[config.mk]
export PLATFORM = sky130hd
export DESIGN_NAME = dual_timer_capture_pwm
export DESIGN_NICKNAME = d
export VERILOG_FILES = /design/src/hdl/dual_timer_capture_pwm.v /design/src/hdl/timer_half.v
export VERILOG_INCLUDE_DIRS = /design/src /design/src/hdl
export SDC_FILE = /design/constraint.sdc
export NUM_CORES = 1
export LEC_CHECK = 0
export BUFFER_PORTS_ARGS = -buffer_cell sky130_fd_sc_hd__buf_4
export CAP_MARGIN = 20
export CORE_MARGIN = 2
export CORE_UTILIZATION = 40
export CTS_CLUSTER_DIAMETER = 200
export DETAILED_ROUTE_END_ITERATION = 8
export HOLD_SLACK_MARGIN = 0.12
export PLACE_DENSITY_LB_ADDON = 0.1
export RECOVER_POWER = 100
export SLEW_MARGIN = 20
export SYNTH_ARGS = -nofsm -noshare
export SYNTH_HDL_FRONTEND = slang
export SYNTH_SLANG_ARGS = --single-unit
[constraint.sdc]
create_clock -name pclk -period 4.7 [get_ports pclk]
set_input_delay 0.235 -clock pclk [delete_from_list [all_inputs] [get_ports pclk]]
set_output_delay 0.235 -clock pclk [all_outputs]
set_load 0.05 [all_outputs]
[src/hdl/dual_timer_map.vh]
`ifndef DUAL_TIMER_MAP_VH
`define DUAL_TIMER_MAP_VH
// ****************************************
// Register byte offsets
// ****************************************
`define TMR_CFG_OFS 8'h00
`define TMR_MODE_A_OFS 8'h04
`define TMR_MODE_B_OFS 8'h08
`define TMR_CTL_OFS 8'h0C
`define TMR_LOAD_A_OFS 8'h10
`define TMR_LOAD_B_OFS 8'h14
`define TMR_MATCH_A_OFS 8'h18
`define TMR_MATCH_B_OFS 8'h1C
`define TMR_IMR_OFS 8'h20
`define TMR_RIS_OFS 8'h24
`define TMR_MIS_OFS 8'h28
`define TMR_VAL_A_OFS 8'h2C
`define TMR_VAL_B_OFS 8'h30
// ****************************************
// Top-level modes
// ****************************************
`define TOP_PAIR 2'h0
`define TOP_WIDE_ONE_SHOT 2'h1
`define TOP_WIDE_PERIODIC 2'h2
`define TOP_WIDE_RTC 2'h3
// ****************************************
// Half modes
// ****************************************
`define HALF_ONE_SHOT 3'h0
`define HALF_PERIODIC 3'h1
`define HALF_EDGE_COUNT 3'h2
`define HALF_EDGE_TIME 3'h3
`define HALF_PWM 3'h4
// ****************************************
// Edge selection
// ****************************************
`define EDGE_RISE 2'h0
`define EDGE_FALL 2'h1
`define EDGE_BOTH 2'h2
// ****************************************
// Control bit positions (B half adds 8)
// ****************************************
`define CTL_EN 0
`define CTL_INV 1
`define CTL_STALL 2
`define CTL_TRIG 3
`define CTL_B_SHIFT 8
// ****************************************
// Status bit positions
// ****************************************
`define ST_A_TIMEOUT 0
`define ST_A_CAP_MATCH 1
`define ST_A_CAP_EVENT 2
`define ST_RTC_MATCH 3
`define ST_B_TIMEOUT 8
`define ST_B_CAP_MATCH 9
`define ST_B_CAP_EVENT 10
`define ST_MASK 32'h0000_070F
// ****************************************
// Timing
// ****************************************
`define RTC_SLOW_HZ 32768
`define RTC_TICK_S 1
`define RTC_DIV (`RTC_SLOW_HZ * `RTC_TICK_S)
`endif

[src/hdl/dual_timer_capture_pwm.v]
`include "dual_timer_map.vh"
`default_nettype none
module dual_timer_capture_pwm #(
    parameter HALF_W = 16,
    parameter RTC_DIV = `RTC_DIV
) (
    input wire pclk,
    input wire presetn,
    input wire psel,
    input wire penable,
    input wire pwrite,
    input wire [7:0] paddr,
    input wire [31:0] pwdata,
    output wire pready,
    output reg [31:0] prdata,
    output wire pslverr,
    input wire debug_halt,
    input wire rtc_slow_clk,
    input wire cap_a_in,
    output wire cap_a_out,
    output wire cap_a_oe,
    input wire cap_b_in,
    output wire cap_b_out,
    output wire cap_b_oe,
    output wire trig_a,
    output wire trig_b,
    output wire irq
);
    // ****************************************
    // Register state
    // ****************************************
    reg [1:0] cfg_reg; // Top-level mode
    reg [5:0] mode_a_reg; // Half mode [2:0], edge [5:4]
    reg [5:0] mode_b_reg;
    reg [15:0] ctl_reg; // Enable, invert, stall, trigger
    reg [31:0] load_a_reg; // Full width used by wide modes
    reg [HALF_W-1:0] load_b_reg;
    reg [31:0] match_a_reg;
    reg [HALF_W-1:0] match_b_reg;
    reg [31:0] imr_reg; // Interrupt source enables
    reg [31:0] ris_reg; // Sticky raw status
    reg [31:0] wide_reg; // Wide down-counter or seconds count
    reg wide_stop_reg; // Wide one-shot expired
    reg wide_to_reg; // Wide timeout pulse
    reg rtc_hit_reg; // Seconds match pulse
    reg rtc_s1_reg; // First slow-clock stage, read only by the next
    reg rtc_s2_reg;
    reg rtc_s3_reg;
    reg [31:0] prescale_reg; // Slow-edge divider to seconds

    // ****************************************
    // Bus decode
    // ****************************************
    wire setup = psel & ~penable;
    wire wr = psel & penable & pwrite;
    // Decoder shared by read and write paths
    function mapped;
        input [7:0] a;
        begin
            mapped = (a[1:0] == 2'b00) && (a <= `TMR_VAL_B_OFS);
        end
    endfunction
    function hit;
        input [7:0] a;
        input [7:0] ofs;
        begin
            hit = (a == ofs);
        end
    endfunction
    assign pready = 1'b1; // Zero wait states
    assign pslverr = psel & penable & ~mapped(paddr); // Unmapped is an error
    wire wr_ok = wr & mapped(paddr);

    // Control field pick-outs
    wire pair = (cfg_reg == `TOP_PAIR);
    wire en_a = ctl_reg[`CTL_EN];
    wire en_b = ctl_reg[`CTL_EN + `CTL_B_SHIFT];
    wire halt_a = ctl_reg[`CTL_STALL] & debug_halt;
    wire halt_b = ctl_reg[`CTL_STALL + `CTL_B_SHIFT] & debug_halt;
    wire load_a_wr = wr_ok & hit(paddr, `TMR_LOAD_A_OFS);
    wire load_b_wr = wr_ok & hit(paddr, `TMR_LOAD_B_OFS);

    // ****************************************
    // Half counters
    // ****************************************
    wire [HALF_W-1:0] cnt_a;
    wire [HALF_W-1:0] cnt_b;
    wire to_a, ev_a, cm_a, pwm_a;
    wire to_b, ev_b, cm_b, pwm_b;

    // Halves only run in pair mode; wide modes use the wide counter
    timer_half #(.WIDTH(HALF_W)) u_first_half_counter (
        .pclk(pclk),
        .presetn(presetn),
        .run(pair & en_a & ~halt_a),
        .mode(mode_a_reg[2:0]),
        .edge_sel(mode_a_reg[5:4]),
        .load_val(load_a_wr ? pwdata[HALF_W-1:0] : load_a_reg[HALF_W-1:0]),
        .load_wr(load_a_wr & pair),
        .match_val(match_a_reg[HALF_W-1:0]),
        .pin_in(cap_a_in),
        .count_reg(cnt_a),
        .timeout_pulse(to_a),
        .cap_event_pulse(ev_a),
        .cap_match_pulse(cm_a),
        .pwm_level(pwm_a)
    );
    timer_half #(.WIDTH(HALF_W)) u_second_half_counter (
        .pclk(pclk),
        .presetn(presetn),
        .run(pair & en_b & ~halt_b),
        .mode(mode_b_reg[2:0]),
        .edge_sel(mode_b_reg[5:4]),
        .load_val(load_b_wr ? pwdata[HALF_W-1:0] : load_b_reg),
        .load_wr(load_b_wr & pair),
        .match_val(match_b_reg),
        .pin_in(cap_b_in),
        .count_reg(cnt_b),
        .timeout_pulse(to_b),
        .cap_event_pulse(ev_b),
        .cap_match_pulse(cm_b),
        .pwm_level(pwm_b)
    );

    // ****************************************
    // Pins and triggers
    // ****************************************
    // Capture pin turns into an output in PWM mode
    assign cap_a_oe = pair & (mode_a_reg[2:0] == `HALF_PWM);
    assign cap_b_oe = pair & (mode_b_reg[2:0] == `HALF_PWM);
    assign cap_a_out = pwm_a ^ ctl_reg[`CTL_INV];
    assign cap_b_out = pwm_b ^ ctl_reg[`CTL_INV + `CTL_B_SHIFT];
    // Trigger pulses follow the timeouts, and on A also the seconds match, when enabled
    assign trig_a = ctl_reg[`CTL_TRIG] & (to_a | wide_to_reg | rtc_hit_reg);
    assign trig_b = ctl_reg[`CTL_TRIG + `CTL_B_SHIFT] & to_b;

    // ****************************************
    // Wide counter and RTC
    // ****************************************
    wire wide_run = ~pair & en_a & ~halt_a;
    wire slow_rise = rtc_s2_reg & ~rtc_s3_reg;
    wire sec_tick = slow_rise & (prescale_reg == RTC_DIV - 1);

    // Slow clock synchroniser; the clock is sampled as data
    always @(posedge pclk or negedge presetn)
    begin
        if (!presetn)
        begin
            rtc_s1_reg <= 1'b0;
            rtc_s2_reg <= 1'b0;
            rtc_s3_reg <= 1'b0;
        end
        else
        begin
            rtc_s1_reg <= rtc_slow_clk;
            rtc_s2_reg <= rtc_s1_reg;
            rtc_s3_reg <= rtc_s2_reg;
        end
    end

    // Wide one-shot, periodic and seconds count
    always @(posedge pclk or negedge presetn)
    begin
        if (!presetn)
        begin
            wide_reg <= 32'h0000_0000;
            wide_stop_reg <= 1'b0;
            wide_to_reg <= 1'b0;
            rtc_hit_reg <= 1'b0;
            prescale_reg <= 32'h0000_0000;
        end
        else
        begin
            wide_to_reg <= 1'b0;
            rtc_hit_reg <= 1'b0;
            if (load_a_wr & ~pair)
            begin
                wide_reg <= pwdata;
                wide_stop_reg <= 1'b0;
                prescale_reg <= 32'h0000_0000;
            end
            else if (wide_run)
            begin
                case (cfg_reg)
                    `TOP_WIDE_ONE_SHOT:
                    begin
                        if (!wide_stop_reg && wide_reg == 32'h0000_0000)
                        begin
                            wide_stop_reg <= 1'b1;
                            wide_to_reg <= 1'b1;
                        end
                        else if (!wide_stop_reg)
                            wide_reg <= wide_reg - 32'h0000_0001;
                    end
                    `TOP_WIDE_PERIODIC:
                    begin
                        if (wide_reg == 32'h0000_0000)
                        begin
                            wide_reg <= load_a_reg;
                            wide_to_reg <= 1'b1;
                        end
                        else
                            wide_reg <= wide_reg - 32'h0000_0001;
                    end
                    `TOP_WIDE_RTC:
                    begin
                        // Count slow edges, one second per RTC_DIV of them
                        if (sec_tick)
                        begin
                            prescale_reg <= 32'h0000_0000;
                            wide_reg <= wide_reg + 32'h0000_0001;
                            rtc_hit_reg <= (wide_reg + 32'h0000_0001 == match_a_reg);
                        end
                        else if (slow_rise)
                            prescale_reg <= prescale_reg + 32'h0000_0001;
                    end
                    default:
                        wide_reg <= wide_reg;
                endcase
            end
        end
    end

    // ****************************************
    // Status and interrupt
    // ****************************************
    reg [31:0] ev_set;
    // Gather this cycle's events into status positions
    always @*
    begin
        ev_set = 32'h0000_0000;
        ev_set[`ST_A_TIMEOUT] = to_a | wide_to_reg;
        ev_set[`ST_A_CAP_MATCH] = cm_a;
        ev_set[`ST_A_CAP_EVENT] = ev_a;
        ev_set[`ST_RTC_MATCH] = rtc_hit_reg;
        ev_set[`ST_B_TIMEOUT] = to_b;
        ev_set[`ST_B_CAP_MATCH] = cm_b;
        ev_set[`ST_B_CAP_EVENT] = ev_b;
    end
    wire [31:0] ris_clr = (wr_ok & hit(paddr, `TMR_RIS_OFS)) ? pwdata : 32'h0000_0000;
    // Set beats clear so no event is lost
    wire [31:0] ris_next = ((ris_reg & ~ris_clr) | ev_set) & `ST_MASK;
    wire [31:0] mis = ris_reg & imr_reg;
    assign irq = |mis;

    // ****************************************
    // Register writes
    // ****************************************
    // Mode changes only while disabled; software's duty
    always @(posedge pclk or negedge presetn)
    begin
        if (!presetn)
        begin
            cfg_reg <= `TOP_PAIR;
            mode_a_reg <= 6'h00;
            mode_b_reg <= 6'h00;
            ctl_reg <= 16'h0000;
            load_a_reg <= 32'h0000_0000;
            load_b_reg <= {HALF_W{1'b0}};
            match_a_reg <= 32'h0000_0000;
            match_b_reg <= {HALF_W{1'b0}};
            imr_reg <= 32'h0000_0000;
            ris_reg <= 32'h0000_0000;
        end
        else
        begin
            ris_reg <= ris_next;
            if (wr_ok)
            begin
                case (paddr)
                    `TMR_CFG_OFS: cfg_reg <= pwdata[1:0];
                    `TMR_MODE_A_OFS: mode_a_reg <= pwdata[5:0];
                    `TMR_MODE_B_OFS: mode_b_reg <= pwdata[5:0];
                    `TMR_CTL_OFS: ctl_reg <= pwdata[15:0] & 16'h0F0F;
                    `TMR_LOAD_A_OFS: load_a_reg <= pwdata;
                    `TMR_LOAD_B_OFS: load_b_reg <= pwdata[HALF_W-1:0];
                    `TMR_MATCH_A_OFS: match_a_reg <= pwdata;
                    `TMR_MATCH_B_OFS: match_b_reg <= pwdata[HALF_W-1:0];
                    `TMR_IMR_OFS: imr_reg <= pwdata & `ST_MASK;
                    default: imr_reg <= imr_reg;
                endcase
            end
        end
    end

    // ****************************************
    // Read data
    // ****************************************
    reg [31:0] rd_mux;
    // Select read word; unmapped reads zero
    always @*
    begin
        rd_mux = 32'h0000_0000;
        case (paddr)
            `TMR_CFG_OFS: rd_mux = {30'h0000_0000, cfg_reg};
            `TMR_MODE_A_OFS: rd_mux = {26'h000_0000, mode_a_reg};
            `TMR_MODE_B_OFS: rd_mux = {26'h000_0000, mode_b_reg};
            `TMR_CTL_OFS: rd_mux = {16'h0000, ctl_reg};
            `TMR_LOAD_A_OFS: rd_mux = load_a_reg;
            `TMR_LOAD_B_OFS: rd_mux = {{(32-HALF_W){1'b0}}, load_b_reg};
            `TMR_MATCH_A_OFS: rd_mux = match_a_reg;
            `TMR_MATCH_B_OFS: rd_mux = {{(32-HALF_W){1'b0}}, match_b_reg};
            `TMR_IMR_OFS: rd_mux = imr_reg;
            `TMR_RIS_OFS: rd_mux = ris_reg;
            `TMR_MIS_OFS: rd_mux = mis;
            `TMR_VAL_A_OFS: rd_mux = pair ? {{(32-HALF_W){1'b0}}, cnt_a} : wide_reg;
            `TMR_VAL_B_OFS: rd_mux = {{(32-HALF_W){1'b0}}, cnt_b};
            default: rd_mux = 32'h0000_0000;
        endcase
    end

    // Read data captured in the setup cycle, held through access
    always @(posedge pclk or negedge presetn)
    begin
        if (!presetn)
            prdata <= 32'h0000_0000;
        else if (setup & ~pwrite)
            prdata <= rd_mux;
    end
endmodule
`default_nettype wire

[src/hdl/timer_half.v]
`include "dual_timer_map.vh"
`default_nettype none
// ****************************************
// One 16-bit half counter
// ****************************************
module timer_half #(
    parameter WIDTH = 16
) (
    input wire pclk,
    input wire presetn,
    input wire run,
    input wire [2:0] mode,
    input wire [1:0] edge_sel,
    input wire [WIDTH-1:0] load_val,
    input wire load_wr,
    input wire [WIDTH-1:0] match_val,
    input wire pin_in,
    output reg [WIDTH-1:0] count_reg,
    output reg timeout_pulse,
    output reg cap_event_pulse,
    output reg cap_match_pulse,
    output reg pwm_level
);
    reg sync1_reg; // First synchroniser stage, read only by the second
    reg sync2_reg;
    reg sync3_reg; // Previous synced level for edge detection
    reg stopped_reg; // One-shot has expired
    wire rise = sync2_reg & ~sync3_reg;
    wire fall = ~sync2_reg & sync3_reg;
    // Selected edge of the capture input
    wire edge_hit = (edge_sel == `EDGE_RISE) ? rise :
                    (edge_sel == `EDGE_FALL) ? fall : (rise | fall);
    wire at_zero = (count_reg == {WIDTH{1'b0}});
    reg [WIDTH-1:0] free_reg; // Free-running time base for edge timing

    // Pin synchroniser
    always @(posedge pclk or negedge presetn)
    begin
        if (!presetn)
        begin
            sync1_reg <= 1'b0;
            sync2_reg <= 1'b0;
            sync3_reg <= 1'b0;
        end
        else
        begin
            sync1_reg <= pin_in;
            sync2_reg <= sync1_reg;
            sync3_reg <= sync2_reg;
        end
    end

    // Counter core per mode
    always @(posedge pclk or negedge presetn)
    begin
        if (!presetn)
        begin
            count_reg <= {WIDTH{1'b0}};
            free_reg <= {WIDTH{1'b0}};
            stopped_reg <= 1'b0;
            timeout_pulse <= 1'b0;
            cap_event_pulse <= 1'b0;
            cap_match_pulse <= 1'b0;
            pwm_level <= 1'b0;
        end
        else
        begin
            timeout_pulse <= 1'b0;
            cap_event_pulse <= 1'b0;
            cap_match_pulse <= 1'b0;
            if (load_wr)
            begin
                // New load takes effect at once, even mid-count
                count_reg <= load_val;
                stopped_reg <= 1'b0;
            end
            else if (run)
            begin
                case (mode)
                    `HALF_ONE_SHOT:
                    begin
                        // Hold at zero once expired
                        if (!stopped_reg && at_zero)
                        begin
                            stopped_reg <= 1'b1;
                            timeout_pulse <= 1'b1;
                        end
                        else if (!stopped_reg)
                            count_reg <= count_reg - 1'b1;
                    end
                    `HALF_PERIODIC:
                    begin
                        // Reload and keep going
                        if (at_zero)
                        begin
                            count_reg <= load_val;
                            timeout_pulse <= 1'b1;
                        end
                        else
                            count_reg <= count_reg - 1'b1;
                    end
                    `HALF_EDGE_COUNT:
                    begin
                        // Count edges down towards the match value
                        if (edge_hit)
                        begin
                            cap_event_pulse <= 1'b1;
                            if (count_reg - 1'b1 == match_val)
                            begin
                                cap_match_pulse <= 1'b1;
                                count_reg <= load_val;
                            end
                            else
                                count_reg <= count_reg - 1'b1;
                        end
                    end
                    `HALF_EDGE_TIME:
                    begin
                        // Latch the free-running time at each selected edge
                        free_reg <= free_reg - 1'b1;
                        if (edge_hit)
                        begin
                            count_reg <= free_reg;
                            cap_event_pulse <= 1'b1;
                        end
                    end
                    `HALF_PWM:
                    begin
                        // Edge-aligned: high from reload until match
                        if (at_zero)
                        begin
                            count_reg <= load_val;
                            timeout_pulse <= 1'b1;
                        end
                        else
                            count_reg <= count_reg - 1'b1;
                        pwm_level <= (count_reg > match_val);
                    end
                    default:
                        count_reg <= count_reg;
                endcase
            end
        end
    end
endmodule
`default_nettype wire

==> run metrics, run 1 <==
initial antenna violation count 2; PD cells 287 mW/mm^2; syn nets 2393; endpoints failing setup 0; max layer used met4; fraction of layout cells with a size suffix above 1 0.103; simple-gate portion of the synthesized area 0.194; FF+latch count, synth 314; gr usage total 0.292; commonest non-fill, non-tap cell in the layout dfrtp_1; Final ANT Viol Nets 0; detailed placer's ending HPWL 55600 microns; crit path launch type register; fin nets 2449; number of distinct library cells after synthesis 90; Critical R2R Launch u_second_half_counter.count_reg[0]; status finished, violations left; Hold Path Class input port to register; clk slew on worst S/H paths 0.06 ns; average vias per placed instance 6.07; first-pass GRT wire length 117000 microns; wire length on met3 4430 microns; Post-synth EDFFs 0; failing checks capacitance limit, slew limit; Core ar. 0.0501 sq mm; Wirelength per Cell 25.1 microns; vias in the first global route 18500; Hold Path End u_second_half_counter.timeout_pulse; Area Growth Syn to Fin 13.4%; CP endpoint kind register; post-synthesis sequential area ratio 0.389; Compound-Gate Fraction of Synth Area 0.193; largest family of logic cells by synthesized area simple AND/OR/NAND/NOR gates; largest net degree at the start of global routing 114; gpl congestion 0.964; Min-Delay Path Depth 4; Die W 229 microns; Worst-Skew Late Latency 0.58 ns; Worst VDD drop 216 uV; TritonCTS clock tree built; worst path arrival time 4.63 ns; FFs w/ async S/R, synth 1.00; Adder-Cell Fraction of Synth Area 0.0309; Synth Cell Area 0.0202 sq mm; WL met2 34700 microns; Routed WL 76400 microns; worst r2r path cells 10; M1 WL 33700 microns; Chip Height 229 microns; setup TNS 0 ns; Final Cycle Share 0.888; Tmin final 4.17 ns; HP Start debug_halt; Slew @ Worst Pin 3.40 ns; most frequent cells in the layout dfrtp_1, nor2_1, nand2_1; fin. max-slew vios 120; mean post-synth cell area 8.81 sq um; Most used DFF post-synth dfrtp_1; Reg-to-Reg End u_second_half_counter.count_reg[12]; cts bufs inserted 39; Fin. Hold Viols 0; num ports 90; via count 18500; synth warn 0; CTS Sinks 314; Iter 0 DRT Violations 1898; root buf cell clkbuf_16; number of remaining DRC errors 0; critical path data required time 5.16 ns; post-synthesis xor/xnor area fraction 0.0821; GR Overflow Total 0; FP Rows 82; max-cap check violation count 2; Initial DRT Pass Iterations 8; multiplexer area fraction after synthesis 0.0631; fillcell total 5046; Initial Utilization 0.404; final core occ 0.458; Leak 10.6 nW; Post-CTS Setup Repair Bufs 0; Worst Path Class, Setup register to register; RSZ-0062 raised after global routing false; setup slack, reg-to-reg 0.53 ns; clock tree buffer depth 3; Die Footprint 0.0523 sq mm; Gate Count Post-Synth 2294; fmax 240 MHz; Crit Path Max Fanout 10; clk_skew 0.0230 ns; CTS HTree Levels 2; Port-buffer cells 88; max_slew headroom -1.27
==> through the flow <==
step           total power [mW]  hold WS [ns]  setup slack, ns  instance area (sq um)  cells
5_1_grt                    6.81         0.216            0.176                  22900   3046
3_5_place_dp               3.61         0.251            0.581                  21600   2945
2_1_floorplan              3.30       -0.0606             1.07                  20200   2294
6_report                   6.58         0.202            0.527                  22900   3047
3_3_place_gp               3.60         0.237            0.665                  21600   2945
4_1_cts                    6.68         0.191            0.560                  23200   3046
==> worst max-delay path by stage <==
stage / startpoint / endpoint / slack, ns / cells past startpoint
2_1_floorplan: u_second_half_counter.count_reg[0] / u_second_half_counter.count_reg[12] / 1.07 / 12
3_3_place_gp: u_second_half_counter.count_reg[0] / u_second_half_counter.count_reg[9] / 0.66 / 10
3_5_place_dp: u_second_half_counter.count_reg[0] / u_second_half_counter.count_reg[9] / 0.58 / 10
4_1_cts: u_second_half_counter.count_reg[0] / u_second_half_counter.count_reg[12] / 0.56 / 10
5_1_grt: cfg_reg[0] / prescale_reg[27] / 0.18 / 12
6_report: u_second_half_counter.count_reg[0] / u_second_half_counter.count_reg[12] / 0.53 / 10
==> kinds of logic after synthesis <==
| family | Yosys count |
|---|---|
| and+or+nand+nor | 803 |
| AOI/OAI and AO/OA | 584 |
| DFF | 314 |
| buffers and inverters | 249 |
| xor gates and xnor gates | 176 |
| muxes | 117 |
| adders and majority gates | 50 |
| other | 1 |
==> repair_timing <==
item	4_1_cts	5_1_grt
gates resized for setup	0	0
hold buffers	36	0
hold endpoints to repair	208	0
==> layer usage <==
layer,vias up,track usage
met2,653,0.465
li1,8436,-
met1,9254,0.398
met3,163,0.0373
met4,0,0.128
met5,-,0
==> report_power, final <==
part	total (mW)	switching [mW]	leakage [nW]	internal, mW
clock network	3.03	1.24	0.610	1.79
registers	2.82	0.0525	4.10	2.76
logic	0.728	0.513	5.87	0.215
total	6.58	1.81	10.6	4.77
==> synth_stat cells (17+ instances only) <==
| library cell | n | area (sq um) |
|---|---|---|
| o211ai_1 | 17 | 128 |
| clkbuf_1 | 138 | 518 |
| inv_1 | 83 | 312 |
| xor2_1 | 65 | 569 |
| xnor2_1 | 102 | 893 |
| a222oi_1 | 20 | 200 |
| or3_1 | 20 | 125 |
| and3_1 | 28 | 175 |
| nand2_1 | 213 | 800 |
| a221oi_1 | 36 | 315 |
| mux2_2 | 84 | 946 |
| nand4_1 | 39 | 244 |
| a31oi_1 | 28 | 175 |
| nand2b_1 | 25 | 156 |
| nor3_1 | 55 | 275 |
| a22oi_1 | 38 | 285 |
| nand3_1 | 52 | 260 |
| o21ai_0 | 153 | 766 |
| nor4_1 | 44 | 275 |
| nor2_1 | 230 | 863 |
| a21oi_1 | 135 | 676 |
| dfrtp_1 | 314 | 7860 |
| mux2i_1 | 33 | 330 |
| a221o_1 | 22 | 220 |
| ha_1 | 50 | 626 |
==> cell type report <==
cell class / instances / area (sq um) / area share
sequential: 314 / 7860 / 0.343
clock inverter: 10 / 109 / 0.00475
inverter: 84 / 315 / 0.0138
tap: 672 / 841 / 0.0367
antenna: 1 / 2.50 / 0.000109
multi-input combinational: 1731 / 11400 / 0.498
clock buffer: 55 / 1140 / 0.0497
timing repair buffer: 180 / 1230 / 0.0539
==> worst max-delay path, stage by stage (launching register included) <==
cell and delay (ns):
dfrtp_1 0.44, inv_1 0.17, ha_1 0.25, or3b_2 0.54, or3_1 0.43, xnor3_1 0.20, or4b_1 0.47, or4_1 0.77
o211ai_4 0.42, nor2_1 0.09, a211o_1 0.27
Note: power is estimated with default switching activity, not from simulation.
==> inputs of run 2 (changes only) <==
--- a/config.mk
+++ b/config.mk
@@ -6,12 +6,12 @@
 export SDC_FILE = /design/constraint.sdc
 export NUM_CORES = 1
 export LEC_CHECK = 0
-export BUFFER_PORTS_ARGS = -buffer_cell sky130_fd_sc_hd__buf_4
 export CAP_MARGIN = 20
 export CORE_MARGIN = 2
 export CORE_UTILIZATION = 40
 export CTS_CLUSTER_DIAMETER = 200
 export DETAILED_ROUTE_END_ITERATION = 8
+export DONT_BUFFER_PORTS = 1
 export HOLD_SLACK_MARGIN = 0.12
 export PLACE_DENSITY_LB_ADDON = 0.1
 export RECOVER_POWER = 100
==> run 2 against run 1 <==
Effect of this change: the flow finishes with violations (hold timing, capacitance limit, slew limit); global-route usage fell by 0.21 points; clock power rose by 4%; sequential share of layout area rose by 0.72 points; critical path type unchanged.
==> run metrics, run 2 (synthesis gave the netlist of run 1 again) <==
Core ar. 0.0501 sq mm (unchanged); Cell Count, Final, Fillers Out 2962 (-2.8%); Switching Fraction 0.264 (-0.0113); Initial Utilization 0.404 (unchanged); Routed WL 76200 microns (-0.25%); Post-CTS Setup Repair Bufs 0 (unchanged); worst path arrival time 4.68 ns (+0.05 ns); Fin. Hold Viols 314 (+314); hold_buf cts 36 (unchanged); Pwr Total 6.57 mW (about the same); clk slew on worst S/H paths 0.06 ns (about the same); hold slack -0.615 ns (-0.817 ns); max-cap check violation count 3 (+1); root buf cell clkbuf_16; Worst path max stage delay 1.02 ns (+0.25 ns); vias in the first global route 17900 (-3.1%); final worst setup slack 0.474 ns (-0.0530 ns); number of remaining DRC errors 0 (unchanged); FP Rows 82 (unchanged); fmax 237 MHz (-1.3%); status finished, violations left; Internal 4.84 mW (+1.5%); Worst-Skew Late Latency 0.57 ns (about the same); final core occ 0.448 (-0.00940); Crit Path Max Fanout 21 (+11); CP endpoint kind register; Leak 10.3 nW (-2.4%); GR Overflow Total 0 (unchanged); Hold Path Class input port to async pin; max_slew headroom -0.618 (+0.648); Initial DRT Pass Iterations 8 (unchanged); Area Growth Syn to Fin 11.0%; cts bufs inserted 40 (+2.6%); CP delay by family, top compound AO/OA/AOI/OAI gates; commonest non-fill, non-tap cell in the layout dfrtp_1; final instance area 0.0224 sq mm (-2.1%); setup slack, reg-to-reg 0.47 ns (-0.05 ns); fin nets 2360 (-3.6%); CP dominant cell by count o21ai_0; CTS Sinks 314 (unchanged); DP Area 0.0209 sq mm (-3.2%); gr usage total 0.289 (-0.00215); CTS HTree Levels 2 (unchanged); PD cells 293 mW/mm^2 (+2.0%); fraction of layout cells with a size suffix above 1 0.0870 (-0.0158); clock tree buffer depth 3 (unchanged); Slew @ Worst Pin 2.43 ns (-0.973 ns); Die W 229 microns (unchanged); P_sw 1.73 mW (-4.2%); Final ANT Viol Nets 0 (unchanged); Logic pwr share 0.067 (-0.044); Iter 0 DRT Violations 1829 (-3.6%); Wirelength per Cell 25.7 microns (+2.6%); initial antenna violation count 10 (+8); Chip Height 229 microns (unchanged); Slowest cell on crit path a211oi_2; post-cts resize count 0 (unchanged); num ports 90 (unchanged); largest net degree at the start of global routing 315 (+180%); Final Cycle Share 0.899 (+0.0113); crit path cell chain inv_1 > ha_1 > inv_1 > clkbuf_1 > and2_0 > o21ai_0 > a211oi_2 > buf_4 > o21ai_0 > a21oi_1 > o21ai_0 > o21a_1; via count 18300 (-1.2%); RSZ-0062 raised after global routing false; fin. max-slew vios 88 (-27%); TritonCTS clock tree built; Tmin final 4.23 ns (+0.0530 ns); gpl congestion 0.921 (-4.5%); Post-Place Cells 2855 (-3.1%); average vias per placed instance 6.17 (+1.7%); setup TNS 0 ns (unchanged); critical path data required time 5.16 ns (about the same); endpoints failing setup 0 (unchanged); Post-Place Worst Slack 0.596 ns (+0.0157 ns); Die Footprint 0.0523 sq mm (unchanged); Worst VDD drop 295 uV (+36%); Sequential Power Share 0.453 (+0.025); clk_skew 0.0266 ns (+0.00358 ns); detailed placer's ending HPWL 54500 microns (-1.9%); Worst Path Class, Setup register to register; Clk network pwr share 0.480 (+0.019); most frequent cells in the layout dfrtp_1, nor2_1, nand2_1; first-pass GRT wire length 116000 microns (-0.98%); Port-buffer cells 0 (-100%); crit path launch type register; failing checks hold timing, capacitance limit, slew limit; Critical path buffers and inverters 4 (+3)
-- run 2: cell count changes in the layout (fill, tap and decap cells not counted), sizes merged, moves of 2 or more --
cell      previous run  this run
buf                 80        36
clkbuf             118        75
bufinv               2         4
clkinv               6         8
clkinvlp             2         0
diode                1         3
-- run 2: final timing paths --
check / start / to / depth (start not counted)
max: cfg_reg[0] / wide_reg[18] / 12
min: presetn / u_first_half_counter.count_reg[6] / 0
max reg2reg: cfg_reg[0] / wide_reg[18] / 12
min reg2reg: u_first_half_counter.sync1_reg / u_first_half_counter.sync2_reg / 0
max in group asynchronous: presetn / u_second_half_counter.free_reg[11] / 0
min in group pclk: cap_a_in / u_first_half_counter.sync1_reg / 1
-- run 2: cell type report --
cell class / count / area, sq um
clock buffers: 57 / 1150
well taps: 672 / 841
fillers: 4991 / 27600
repair buffers: 90 / 698
inverters: 84 / 315
clock inverters: 11 / 159
multi-input cells: 1731 / 11400
diodes: 3 / 7.51
flip-flops and latches: 314 / 7860
-- run 2: worst reg2reg max path, delay by kind of cell, from the launching register on --
family	cells	cell delay, ns
DFF	1	0.52
adders and majority gates	1	0.39
and+or+nand+nor	1	0.28
buffers and inverters	4	1.17
AOI/OAI and AO/OA	6	1.75
-- run 2: power by group through the flow --
stage	clock network (mW)	logic [mW]	registers, mW
after floorplan	0	0.296	3.00
after global placement	0	0.363	3.03
after detailed placement	0	0.364	3.03
after CTS	3.22	0.435	2.98
after global routing	3.32	0.480	2.99
final	3.15	0.440	2.98
-- run 2: per-layer routing --
metal	share of wire	track usage
met5	0.00026	0
met3	0.070	0.0457
met1	0.43	0.397
met4	0.044	0.119
met2	0.45	0.456
